===== config.mk =====
export PLATFORM = sky130hd
export DESIGN_NAME = bragen_top
export DESIGN_NICKNAME = d
export VERILOG_FILES = /design/src/hdl/bragen_top.v
export VERILOG_INCLUDE_DIRS = /design/src /design/src/hdl
export SDC_FILE = /design/constraint.sdc
export NUM_CORES = 1
export LEC_CHECK = 0
export BUFFER_PORTS_ARGS = -buffer_cell sky130_fd_sc_hd__buf_2
export CAP_MARGIN = 20
export CORE_MARGIN = 8
export CORE_UTILIZATION = 48
export DETAILED_ROUTE_END_ITERATION = 6
export PLACE_DENSITY_LB_ADDON = 0.08
export SYNTH_ARGS = -nofsm -noshare
export SYNTH_HDL_FRONTEND = slang
export SYNTH_SLANG_ARGS = --single-unit

===== constraint.sdc =====
create_clock -name pclk -period 6 [get_ports pclk]
set_input_delay 1.2 -clock pclk [delete_from_list [all_inputs] [get_ports pclk]]
set_output_delay 1.2 -clock pclk [all_outputs]
set_load 0.005 [all_outputs]

===== src/hdl/bragen_defs.vh =====
// Constants for the bit-reversed write address generator
`ifndef BRAGEN_DEFS_VH
`define BRAGEN_DEFS_VH
`define BRAGEN_OFF_REV_CTRL 12'h000
`define BRAGEN_OFF_MODE_CTRL 12'h004
`define BRAGEN_OFF_STATUS 12'h008
`define BRAGEN_REV_EN_BIT 15
`define BRAGEN_REV_CTRL_RESET 16'h0000
`define BRAGEN_MODE_CTRL_RESET 16'h0f00
`define BRAGEN_WSEL_LSB 8
`define BRAGEN_MOD_X_EN_BIT 15
`define BRAGEN_STACK_PTR 4'hf
`define BRAGEN_AM_INDIRECT 3'h0
`define BRAGEN_AM_POSTDEC 3'h1
`define BRAGEN_AM_POSTINC 3'h2
`define BRAGEN_AM_PREDEC 3'h3
`define BRAGEN_AM_PREINC 3'h4
`define BRAGEN_AM_OFFSET 3'h5
`endif


===== src/hdl/bragen_top.v =====
// Bit-reversed X-space write address generator with APB registers
//
// Our own choices: the APB slave port and the address map.
`timescale 1ns/1ps

// Interface summary
// Register bus: one wait state. The access is taken at the edge where
// psel and penable stand high with pready low; pready, pslverr and
// prdata then stand for exactly one cycle, and prdata is zero otherwise.
// Byte offsets 0x000 reversal control, 0x004 address mode control,
// 0x008 read-only count of reversed writes. Other offsets answer with
// pslverr; their writes are dropped and their reads give zero.
//
// Reversal control: bit 15 is the reversal enable, bits 14:0 the pivot
// in words. Address mode control: bits 11:8 select the reversed pointer,
// bit 15 lets modulo correction run. After reset the select field holds
// the stack pointer number, so reversal stays off until software picks
// a pointer register.
//
// Address port: the core raises ea_req for one cycle with the access
// described on the other ea_ inputs. Exactly one cycle later ea_valid
// pulses with the effective address, the pointer write-back value and
// its strobe, the reversed flag and the modulo permission. A request
// may come every cycle; nothing is refused and nothing is queued.
//
// Limitations: one pointer register at a time can run reversed, and
// buffer placement is left to software. The status count is a debug
// aid and wraps without warning.
`include "bragen_defs.vh"
module bragen_top (
  input wire pclk,
  input wire presetn,
  input wire psel,
  input wire penable,
  input wire pwrite,
  input wire [11:0] paddr,
  input wire [31:0] pwdata,
  output reg [31:0] prdata,
  output reg pready,
  output reg pslverr,
  input wire ea_req,
  input wire ea_write,
  input wire ea_byte,
  input wire [3:0] ea_wreg,
  input wire [2:0] ea_mode,
  input wire [15:0] ea_ptr,
  input wire [15:0] ea_offset,
  output reg ea_valid,
  output reg [15:0] ea_addr,
  output reg [15:0] ea_ptr_new,
  output reg ea_ptr_we,
  output reg ea_reversed,
  output reg ea_modulo_ok
);

  // Software-visible control state
  reg [15:0] reversal_control;
  reg [15:0] address_mode_control;
  // Count of reversed writes, wraps silently at 16 bits
  reg [15:0] rev_count;
  // Next values of the address answer
  reg [15:0] next_addr;
  reg [15:0] next_ptr;
  reg next_we;
  reg next_rev;
  reg next_mod;
  // Next values of the bus answer
  reg [31:0] next_prdata;
  reg next_pready;
  reg next_pslverr;
  // Fields taken from the control registers
  wire [3:0] write_pointer_select;
  wire reversal_enable;
  wire [15:0] pivot_bytes;
  // Request qualifiers
  wire incr_mode;
  wire rev_ok;
  // Bus decode
  wire apb_access;
  wire apb_write;
  wire apb_read;
  wire hit_ctrl;
  wire hit_mode;
  wire hit_stat;
  wire hit_any;

  // Add with carry travelling from bit 15 down to bit 0; the carry out
  // of bit 0 is dropped, so the sum stays inside the buffer window
  function [15:0] rev_add;
    input [15:0] a;
    input [15:0] b;
    integer i;
    reg c;
    reg [15:0] s;
    begin
      c = 1'h0;
      s = 16'h0000;
      for (i = 15; i >= 0; i = i - 1) begin
        s[i] = a[i] ^ b[i] ^ c;
        c = (a[i] & b[i]) | (c & (a[i] ^ b[i]));
      end
      rev_add = s;
    end
  endfunction

  // Pointer plus the signed mode offset, wrapping at 16 bits
  function [15:0] add_offset;
    input [15:0] ptr;
    input [15:0] ofs;
    begin
      add_offset = ptr + ofs;
    end
  endfunction

  // Clear the byte bit; reversed accesses are always word aligned
  function [15:0] word_align;
    input [15:0] a;
    begin
      word_align = a & 16'hfffe;
    end
  endfunction

  // True for the two modes that may run bit reversed
  function incr_only;
    input [2:0] mode;
    begin
      incr_only = (mode == `BRAGEN_AM_PREINC) ||
        (mode == `BRAGEN_AM_POSTINC);
    end
  endfunction

  // Whole-address match; the bus offset is compared on all 12 bits
  function addr_hit;
    input [11:0] addr;
    input [11:0] offset;
    begin
      addr_hit = (addr == offset);
    end
  endfunction

  // Register readback; the upper half of the bus word reads zero
  function [31:0] read_word;
    input sel_ctrl;
    input sel_mode;
    input sel_stat;
    input [15:0] ctrl;
    input [15:0] mode;
    input [15:0] stat;
    begin
      read_word = 32'h00000000;
      if (sel_ctrl)
        read_word = {16'h0000, ctrl};
      else if (sel_mode)
        read_word = {16'h0000, mode};
      else if (sel_stat)
        read_word = {16'h0000, stat};
    end
  endfunction

  // Field extraction from the mode and reversal registers
  assign write_pointer_select =
    address_mode_control[`BRAGEN_WSEL_LSB+3:`BRAGEN_WSEL_LSB];
  assign reversal_enable = reversal_control[`BRAGEN_REV_EN_BIT];
  assign pivot_bytes = {reversal_control[14:0], 1'h0};
  // Decrement modes never reverse, even with the enable set
  assign incr_mode = incr_only(ea_mode);
  // byte writes excluded
  // Only the pointer named by the select field is reversed; every other
  // W register keeps normal addressing while the mode is on
  assign rev_ok = reversal_enable && ea_write && !ea_byte &&
    (write_pointer_select != `BRAGEN_STACK_PTR) &&
    (ea_wreg == write_pointer_select) && incr_mode;

  // Normal or reversed address selection
  always @* begin
    next_rev = 1'h0;
    next_we = 1'h0;
    next_addr = ea_ptr;
    next_ptr = ea_ptr;
    next_mod = address_mode_control[`BRAGEN_MOD_X_EN_BIT];
    if (rev_ok) begin
      next_rev = 1'h1;
      next_we = 1'h1;
      next_ptr = word_align(rev_add(ea_ptr, pivot_bytes));
      if (ea_mode == `BRAGEN_AM_PREINC)
        next_addr = next_ptr;
      else
        next_addr = word_align(ea_ptr);
      next_mod = 1'h0;
    end else begin
      case (ea_mode)
        `BRAGEN_AM_POSTINC, `BRAGEN_AM_POSTDEC: begin
          next_ptr = add_offset(ea_ptr, ea_offset);
          next_we = 1'h1;
        end
        `BRAGEN_AM_PREINC, `BRAGEN_AM_PREDEC: begin
          next_ptr = add_offset(ea_ptr, ea_offset);
          next_addr = next_ptr;
          next_we = 1'h1;
        end
        // Offset mode leaves the pointer register untouched
        `BRAGEN_AM_OFFSET: begin
          next_addr = add_offset(ea_ptr, ea_offset);
        end
        default: begin
          next_addr = ea_ptr;
        end
      endcase
    end
  end

  // Registered address answer, one cycle after the request; address and
  // pointer follow every cycle, only the strobes are gated by the request
  always @(posedge pclk or negedge presetn) begin
    if (!presetn) begin
      ea_valid <= 1'h0;
      ea_addr <= 16'h0000;
      ea_ptr_new <= 16'h0000;
      ea_ptr_we <= 1'h0;
      ea_reversed <= 1'h0;
      ea_modulo_ok <= 1'h0;
    end else begin
      ea_valid <= ea_req;
      ea_addr <= next_addr;
      ea_ptr_new <= next_ptr;
      ea_ptr_we <= ea_req & next_we;
      ea_reversed <= ea_req & next_rev;
      ea_modulo_ok <= ea_req & next_mod;
    end
  end

  // Reversed-write counter for the status word
  always @(posedge pclk or negedge presetn) begin
    if (!presetn) begin
      rev_count <= 16'h0000;
    end else if (ea_req && next_rev) begin
      rev_count <= rev_count + 16'h0001;
    end
  end

  // Bus decode; an access is taken once, in the cycle before pready
  assign apb_access = psel && penable && !pready;
  assign apb_write = apb_access && pwrite;
  assign apb_read = apb_access && !pwrite;
  assign hit_ctrl = addr_hit(paddr, `BRAGEN_OFF_REV_CTRL);
  assign hit_mode = addr_hit(paddr, `BRAGEN_OFF_MODE_CTRL);
  assign hit_stat = addr_hit(paddr, `BRAGEN_OFF_STATUS);
  assign hit_any = hit_ctrl || hit_mode || hit_stat;

  // Bus answer for the next cycle; read data stays zero outside pready
  always @* begin
    next_pready = apb_access;
    next_pslverr = apb_access && !hit_any;
    next_prdata = 32'h00000000;
    if (apb_read) begin
      next_prdata = read_word(hit_ctrl, hit_mode, hit_stat,
        reversal_control, address_mode_control, rev_count);
    end
  end

  // Bus answer registers: one wait state, pready a one-cycle pulse
  always @(posedge pclk or negedge presetn) begin
    if (!presetn) begin
      prdata <= 32'h00000000;
      pready <= 1'h0;
      pslverr <= 1'h0;
    end else begin
      prdata <= next_prdata;
      pready <= next_pready;
      pslverr <= next_pslverr;
    end
  end

  // Control registers. A write lands at the edge that takes the access,
  // the same edge that raises pready, so an address request in the pready
  // cycle already sees the new mode; the status word ignores writes
  always @(posedge pclk or negedge presetn) begin
    if (!presetn) begin
      reversal_control <= `BRAGEN_REV_CTRL_RESET;
      address_mode_control <= `BRAGEN_MODE_CTRL_RESET;
    end else begin
      if (apb_write && hit_ctrl)
        reversal_control <= pwdata[15:0];
      if (apb_write && hit_mode)
        address_mode_control <= pwdata[15:0];
    end
  end

endmodule


Word-level counts from Yosys, hierarchy flattened
Cells that the tools add are included.
{ "op_classes": {"addsub": 2, "eq_ne": 9, "mux": 13, "n_bitwise": 72, "n_reduce_logical": 23} }
{ "op_table": {"columns": ["op", "n"], "rows": [
  ["2-to-1 mux 16 bit", 9],
  ["bitwise AND 1 bit", 30],
  ["XOR 1 bit", 29],
  ["adder 16 x 1 -> 16 bit, second input constant", 1],
  ["adder 16 bit", 1],
  ["logical AND 1 bit", 13],
  ["OR 1 bit", 13],
  ["== test 12 x 3 -> 1 bit, second input constant", 1],
  ["== test 12 x 4 -> 1 bit, second input constant", 1],
  ["zero test 12 bit", 1],
  ["== test 3 x 2 -> 1 bit, second input constant", 2],
  ["== test 3 bit, second input constant", 2],
  ["== test 4 bit", 1],
  ["zero test 1 bit", 4],
  ["2-to-1 mux 1 bit", 4],
  ["!= test 4 bit, second input constant", 1],
  ["OR reduction 4 bit", 1],
  ["== test 3 x 1 -> 1 bit, second input constant", 1],
  ["logical OR 1 bit", 3],
  ["OR reduction 3 bit", 1]
]} }
{ "word_totals": {"ff_bits": 118, "inputBits": 91, "output_inout_bits": 70, "wordCells": 131} }

Longest topological paths before layout
Gate-level depths: netlist (run 1).
{ "depth": {"depth_word": 30, "ltp_mapped": 18, "depth_no_buf": 18} }

Least setup slack after synthesis (run 1)
Ideal clock, no wire load.
{ "synth_timing": {"path_type": "input to register", "from": "input port ea_ptr[15]", "to": "register ea_addr[1]", "setup_time_ns": 0.134, "t_arrival_ns": 6.768, "required_ns": 5.866, "setup_slack_ns": -0.902, "cell_stages": 18, "n_path_buf": 0, "path_cell_list": "ha_1 fa_1 fa_1 fa_1 fa_1 fa_1 fa_1 fa_1 fa_1 fa_1 fa_1 fa_1 fa_1 fa_1 xnor2_1 xnor2_1 a21oi_1 o21ai_0"} }
{ "synth_between": {"elab_chain_cells": 30} }
{ "synth_rtl": {"columns": ["item", "line", "text"], "rows": [
  ["start, declared", "bragen_top.v:46", "input wire [15:0] ea_ptr,"],
  ["bitwise AND 1 bit (2 in a row)", "bragen_top.v:100", "c = (a[i] & b[i]) | (c & (a[i] ^ b[i]));"],
  ["OR 1 bit", "bragen_top.v:100", null],
  ["bitwise AND 1 bit", "bragen_top.v:100", null],
  ["OR 1 bit", "bragen_top.v:100", null],
  ["bitwise AND 1 bit", "bragen_top.v:100", null],
  ["OR 1 bit", "bragen_top.v:100", null],
  ["bitwise AND 1 bit", "bragen_top.v:100", null],
  ["OR 1 bit", "bragen_top.v:100", null],
  ["[... 14 more ...]", null, null],
  ["bitwise AND 1 bit", "bragen_top.v:100", null],
  ["OR 1 bit", "bragen_top.v:100", null],
  ["bitwise AND 1 bit", "bragen_top.v:100", null],
  ["OR 1 bit", "bragen_top.v:100", null],
  ["XOR 1 bit", "bragen_top.v:99", "s[i] = a[i] ^ b[i] ^ c;"],
  ["2-to-1 mux 16 bit", "bragen_top.v:185", "if (ea_mode == `BRAGEN_AM_PREINC)"],
  ["2-to-1 mux 16 bit", "bragen_top.v:181", "if (rev_ok) begin"],
  ["net next_addr[1]", "bragen_top.v:62", "reg [15:0] next_addr;"],
  ["end signal, assigned", "bragen_top.v:224", "ea_addr <= next_addr;"],
  ["end, declared", "bragen_top.v:49", "output reg [15:0] ea_addr,"]
]} }
The timed path passes the listed nets, and every way through them passes these cells.
A chain may end at the register's enable or synchronous reset.

Final worst setup path (run 1)
Ends and elaborated chain as after synthesis.

==> key figures, run 1 <==
Logic synthesis
  – Netlist cell types: 62
  – Yosys top cell by area: dfrtp_1
  – Register bit total from synthesis: 102
  – Most common cell in the netlist: dfrtp_1
  – Top cells by count, synth: 98 x dfrtp_1, 62 x nand2_1, 55 x nor2_1, 22 x mux2_2, 21 x o21ai_0
  – Seq/Total Area, Yosys: 44.8%
  – Synthesized area: 0.00570 mm²
  – Post-synth EDFFs: 0
  – Post-synthesis compound-gate area fraction: 12.6%
  – Ys async rst share: 100%
  – Area contributors post-synth: dfrtp_1 43%, fa_1 4.9%, mux2_2 4.3%, nand2_1 4.1%, ha_1 3.7%
  – Cells after Synth: 530
  – Average cell area after synthesis: 10.8 µm²
  – Top FF cell, synth: dfrtp_1
  – Synth top area share: 43.0%
  – XOR/XNOR Fraction of Synth Area: 5.37%
  – Mux share of post-synthesis cell area: 8.73%
  – Adder-cell share of the synthesized area: 8.64%
  – Post-synthesis simple-gate area fraction: 14.9%
  – YS warnings: 0
  – Largest family of logic cells by synthesized area: simple AND/OR/NAND/NOR gates

Power and ir drop
  – Cell area power density: 241 mW/mm²
  – Worst vdd ir: 196 µV
  – Static leakage: 3.32 nW

Timing
  – Max Freq: 160 MHz
  – Endpoints failing hold: 0
  – RSZ-0062 raised after global routing: yes
  – Setup Skew: 0.0112 ns
  – Worst-Margin Slew: 0.888 ns
  – Final setup violation count: 4
  – TNS Setup: -0.581 ns
  – Fin worst setup slack: -0.252 ns
  – Max-slew violation count: 0
  – Fin crit share: 104%
  – Post-route minimum period: 6.25 ns
  – Rel. slew slack: 40.6%

Global routing
  – Grt total ovfl: 0
  – Overall Global Routing Usage: 19.2%
  – Vias in the first global route: 4510
  – Initial antenna violation count: 0
  – First-pass GRT wire length: 24100 µm
  – Largest net degree at the start of global routing: 68

Clock tree
  – CTS Sinks: 102
  – CTS tree: yes
  – Hold Buf Count CTS: 0
  – Cts bufs inserted: 9
  – CTS Buffer Depth: 2
  – Later-pin clock latency in the skew report: 0.35 ns
  – Clock transition at the registers of the reported paths: 0.07 ns
  – Root buffer cell: clkbuf_16
  – Number of H-tree levels: 3

Routing
  – Vias after detailed routing: 4414
  – Via density: 5.47
  – DRC Markers: 0
  – Remaining antenna violation count: 0
  – 1st-iter DRT viols: 275
  – Post-Route WL: 14900 µm
  – Drt wl/cell: 18.4 µm
  – DR pass1 iterations: 4

Outcome
  – Failing checks: setup timing
  – Status: finished, violations left

Placed design
  – I/O Buffers: 128
  – Post-DP HPWL: 11300 µm
  – Placed Instances: 789
  – GP Congestion: 0.832

Worst setup path
  – Crit Path Category: in2reg
  – CP Data Required Time: 6.23 ns
  – Arrival @ worst endpoint: 6.48 ns
  – Crit path capture type: flip-flop
  – CP Max Fanout: 2
  – Worst Setup Start Kind: input pin

Floorplanning
  – Chip height: 125 µm
  – Placeable Area: 0.0118 mm²
  – Row count: 40
  – IO Pins: 161
  – Die area: 0.0156 mm²
  – Die Wd: 125 µm
  – Initial core utilization: 48.3%

Finish
  – Layout cells sized above 1: 34.8%
  – Final core utilization: 57.8%
  – Nets: 777
  – Fin cells: 807
  – Area growth syn-to-layout: 19.6%
  – # diodes: 0

Hold path
  – HP Class: reg2reg

Job
  – Max-cap violation count: 0
[final timing paths]
kind / from / end / slack, ns / cells past startpoint
min reg2reg: rev_count[15] / rev_count[15] / 0.48 / 1
max reg2reg: reversal_control[14] / ea_addr[1] / 0.23 / 18
max: ea_ptr[15] / ea_addr[1] / -0.25 / 19
min in group asynchronous: presetn / ea_addr[13] / 0.81 / 1
min: rev_count[15] / rev_count[15] / 0.48 / 1
max in group asynchronous: presetn / rev_count[0] / 3.99 / 2
[power by group]
part	switching, mW	internal, mW
Clock	0.271	0.371
Combinational	0.153	0.114
Sequential	0.0119	0.722
[through the flow]
step / total power [mW] / cell area (µm²) / hold slack (ns) / setup slack (ns)
2_1_floorplan: 0.893 / 5810 / 0.442 / -0.335
3_3_place_gp: 1.01 / 6450 / 0.461 / -0.606
3_5_place_dp: 1.01 / 6450 / 0.475 / -0.644
4_1_cts: 1.66 / 6790 / 0.474 / -0.238
5_1_grt: 1.71 / 6820 / 0.500 / -0.390
6_report: 1.64 / 6820 / 0.479 / -0.252
[cells in the final DEF, fill, tap and decap left out, types with 3 or more instances in the layout]
cell / synthesis / routed
a2111oi_0: 6 / 6
a2111oi_2: 10 / 10
a21o_1: 4 / 4
a21oi_1: 20 / 20
a221o_1: 3 / 3
a22oi_1: 6 / 6
a31oi_1: 3 / 3
and3_1: 4 / 4
buf_2: 4 / 126
buf_4: 20 / 8
clkbuf_16: 0 / 9
conb_1: 1 / 16
dfrtp_1: 98 / 98
dfstp_2: 4 / 4
fa_2: 0 / 13
ha_1: 17 / 16
inv_1: 8 / 8
inv_6: 0 / 4
mux2_2: 22 / 22
mux2_4: 10 / 10
mux2i_1: 10 / 10
nand2_1: 62 / 62
nand3_1: 11 / 11
nand4_1: 4 / 4
nor2_1: 55 / 55
nor2b_1: 3 / 3
nor3_1: 12 / 12
nor4_2: 4 / 4
o21ai_0: 21 / 18
o21ai_1: 1 / 4
o22ai_1: 7 / 7
or3_1: 3 / 3
xnor2_1: 18 / 16
xor2_1: 17 / 17
[state kept, by name, summed over array words and instances, names as in the netlist]
name and flops:
address_mode_control 16, ea_addr 16, ea_ptr_new 16, prdata 16, rev_count 16, reversal_control 16, ea_modulo_ok 1, ea_ptr_we 1
ea_reversed 1, ea_valid 1, pready 1, pslverr 1
[what timing repair did]
action	in CTS	in global routing
buffers inserted	0	0
resized for setup	4	1
endpoints found under the hold margin	0	0
setup endpoints to repair	4	4
pin swaps	1	1
[logic make-up (layout without fill, tap and decap cells)]
logic type,after synthesis,after routing
AND/OR/NAND/NOR,175,175
flip-flops,102,102
AO/OA/AOI/OAI,97,97
buffers and inverters,47,162
multiplexers,42,42
XOR/XNOR,35,35
adder cells (fa/ha/maj),31,31
other,1,16
[routing by layer]
layer | track usage [%] | vias to the layer above | share of wire (%)
met3 | 4.80 | 17 | 5.1
met4 | 5.95 | 0 | 1.7
met1 | 24.7 | 2169 | 45
met2 | 31.3 | 135 | 48
met5 | 0 | - | 0
li1 | - | 2093 | -
[worst max-delay path, cell delays in order]
cell     delay, ns
buf_8         0.10
ha_4          0.15
fa_2          0.35
fa_2          0.36
fa_2          0.35
fa_2          0.35
fa_2          0.36
fa_2          0.34
fa_2          0.35
fa_2          0.35
fa_2          0.35
fa_2          0.34
fa_2          0.34
fa_2          0.34
fa_2          0.36
xnor2_2       0.15
xnor2_2       0.14
a21oi_1       0.13
o21ai_1       0.07
[final cells by class]
type / instances / area (µm²)
sequential: 102 / 2560
clock buffer: 9 / 225
multi-input combinational: 396 / 2990
timing repair buffer: 137 / 733
fill: 1007 / 4990
inverter: 9 / 33.8
tap: 147 / 184
clock inverter: 7 / 100
(Power assumes the default switching activity.)
==> inputs of run 2 (changes only) <==
--- a/config.mk
+++ b/config.mk
@@ -11,6 +11,7 @@
 export CORE_MARGIN = 8
 export CORE_UTILIZATION = 48
 export DETAILED_ROUTE_END_ITERATION = 6
+export MAX_ROUTING_LAYER = met4
 export PLACE_DENSITY_LB_ADDON = 0.08
 export SYNTH_ARGS = -nofsm -noshare
 export SYNTH_HDL_FRONTEND = slang
==> run 2 against run 1 <==
Effect of this change:
- the run still ends with setup timing left
- highest routed layer unchanged
- largest power group unchanged
- register-to-register slack about the same
- sequential power hardly changed
- non-clock buffer count is 1 lower
- setup slack better by 0.014 ns
==> key figures, run 2 (same netlist as run 1, synthesis figures left out) <==
Floorplanning
  – Die area: 0.0156 mm² (unchanged)
  – Chip height: 125 µm (unchanged)
  – Placeable Area: 0.0118 mm² (unchanged)
  – Row count: 40 (unchanged)
  – Die Wd: 125 µm (unchanged)
  – Initial core utilization: 48.3% (unchanged)
  – IO Pins: 161 (unchanged)

Timing
  – Endpoints failing hold: 0 (unchanged)
  – Fin worst setup slack: -0.238 ns (+0.0137 ns)
  – Final setup violation count: 4 (unchanged)
  – Max-slew violation count: 0 (unchanged)
  – Worst-Margin Slew: 0.990 ns (+0.102 ns)
  – RSZ-0062 raised after global routing: yes
  – Setup Skew: 0.00926 ns (-0.00190 ns)
  – Rel. slew slack: 33.6% (-7.0 points)
  – Fin crit share: 104% (-0.23 points)
  – Max Freq: 160 MHz (+0.22%)
  – Post-route minimum period: 6.24 ns (-0.0137 ns)

Power and ir drop
  – Internal power: 1.21 mW (-0.10%)
  – Sw frac: 26.6% (+0.069 points)
  – Clock power share: 39.2% (about the same)
  – Total power: 1.64 mW (about the same)
  – Worst vdd ir: 195 µV (-0.22%)
  – Static leakage: 3.31 nW (-0.28%)
  – Part of the power in combinational logic: 16.1% (about the same)
  – NetSw: 0.437 mW (+0.25%)
  – Flop pwr share: 44.7% (about the same)
  – Cell area power density: 241 mW/mm² (+0.29%)

Placed design
  – I/O Buffers: 128 (unchanged)
  – GP Congestion: 0.845 (+1.5%)
  – Post-DP HPWL: 11300 µm (unchanged)
  – Dpl ws: -0.644 ns (unchanged)

Clock tree
  – Cts bufs inserted: 9 (unchanged)
  – Later-pin clock latency in the skew report: 0.35 ns (about the same)
  – Hold Buf Count CTS: 0 (unchanged)
  – CTS Sinks: 102 (unchanged)
  – Clock transition at the registers of the reported paths: 0.07 ns (about the same)
  – CTS tree: yes
  – Number of H-tree levels: 3 (unchanged)
  – Root buffer cell: clkbuf_16
  – CTS Buffer Depth: 2 (unchanged)

Routing
  – 1st-iter DRT viols: 267 (-2.9%)
  – Post-Route WL: 14900 µm (+0.27%)
  – Vias after detailed routing: 4424 (+0.23%)
  – DR pass1 iterations: 5 (+1)
  – Remaining antenna violation count: 0 (unchanged)
  – Drt wl/cell: 18.5 µm (+0.39%)
  – Via density: 5.49 (+0.35%)
  – DRC Markers: 0 (unchanged)

Worst setup path
  – Crit Path Category: in2reg
  – R2R Path Start: reversal_control[14]
  – Crit-path most repeated cell: fa_2
  – CP Depth: 19 (unchanged)
  – Worst path max stage delay: 0.36 ns (about the same)
  – Kind of cell adding the most delay to the critical path: adder cells
  – FF-to-FF End: ea_addr[1]
  – CP endpoint: ea_addr[1]
  – Crit path capture type: flip-flop
  – Slowest cell on crit path: fa_2
  – R2R Setup Slk: 0.23 ns (about the same)
  – Cell breakdown of the critical path: buf_8 -> ha_4 -> fa_2 -> fa_2 -> fa_2 -> fa_2 -> fa_2 -> fa_2 -> fa_2 -> fa_2 -> fa_2 -> fa_2 -> fa_2 -> fa_2 -> fa_2 -> xnor2_2 -> xnor2_2 -> a21oi_1 -> o21ai_1
  – CP startpoint: ea_ptr[15]
  – Arrival @ worst endpoint: 6.47 ns (about the same)
  – WP buf/inv: 1 (unchanged)
  – CP Data Required Time: 6.23 ns (about the same)
  – Worst Setup Start Kind: input pin
  – Worst R2R Path Depth: 18 (unchanged)
  – CP Max Fanout: 2 (unchanged)

Job
  – Max-cap violation count: 0 (unchanged)

Finish
  – Nets: 776 (-0.13%)
  – Layout cells sized above 1: 34.7% (-0.099 points)
  – Final core utilization: 57.6% (-0.17 points)
  – Commonest non-fill, non-tap cell in the layout: buf_2
  – Fill cells: 1009 (+0.20%)
  – Area growth syn-to-layout: 19.3%
  – Most frequent cells in the layout: 126 x buf_2, 98 x dfrtp_1, 62 x nand2_1
  – # diodes: 0 (unchanged)

Global routing
  – Grt total ovfl: 0 (unchanged)
  – Largest net degree at the start of global routing: 68 (unchanged)
  – Overall Global Routing Usage: 19.8% (+0.55 points)
  – Initial antenna violation count: 0 (unchanged)
  – Vias in the first global route: 4508 (-0.044%)
  – First-pass GRT wire length: 24100 µm (about the same)

Hold path
  – HP Class: reg2reg

Outcome
  – Status: finished, violations left
  – Failing checks: setup timing
==> run 2: changes by cell type in the layout (fill, tap and decap cells not counted), sizes merged <==
| cell | delta |
|---|---|
| buf | -1 |
==> run 2: metrics by stage <==
stage	instances	area [µm²]	hold WS, ns	setup TNS, ns
floorplan	545	5810	0.442	-0.914
global placement	789	6450	0.461	-2.11
detailed placement	789	6450	0.475	-2.41
CTS	805	6790	0.474	-0.572
global route	806	6800	0.500	-1.06
finish	806	6800	0.474	-0.544
==> run 2: layer usage <==
layer / part of all wire [%] / GRT usage, % / vias up
met2: 48 / 31.3 / 149
met4: 1.5 / 5.95 / 0
met3: 4.9 / 4.33 / 17
met1: 45 / 24.9 / 2165
li1: - / - / 2093
met5: 0 / - / -
==> run 2: what timing repair did <==
action	4_1_cts	5_1_grt
gates cloned	0	0
setup buffers	0	0
hold endpoints to repair	0	0
resized for setup	4	1
pin swaps	1	1
endpoints found under the setup margin	4	4
==> run 2: cell type report <==
cell class | instances | area, µm² | area share, %
sequential | 102 | 2560 | 37.6
timing repair buffer | 136 | 713 | 10.5
clock inverter | 7 | 100 | 1.47
clock buffer | 9 | 225 | 3.31
multi-input combinational | 396 | 2990 | 43.9
inverter | 9 | 33.8 | 0.497
tap | 147 | 184 | 2.70
==> run 2: worst min path at each step <==
stage	from	to	slack [ns]	cells after the start
finish	rev_count[15]	rev_count[15]	0.47	1
global route	rev_count[15]	rev_count[15]	0.50	1
CTS	rev_count[15]	rev_count[15]	0.47	1
detailed placement	rev_count[15]	rev_count[15]	0.47	1
global placement	rev_count[15]	rev_count[15]	0.46	1
floorplan	rev_count[15]	rev_count[15]	0.44	1
==> run 2: power groups by stage <==
stage,combinational [mW],clock [mW],sequential (mW)
5_1_grt,0.295,0.681,0.737
6_report,0.265,0.644,0.733
4_1_cts,0.267,0.656,0.734
3_5_place_dp,0.266,0,0.746
3_3_place_gp,0.259,0,0.748
2_1_floorplan,0.144,0,0.749
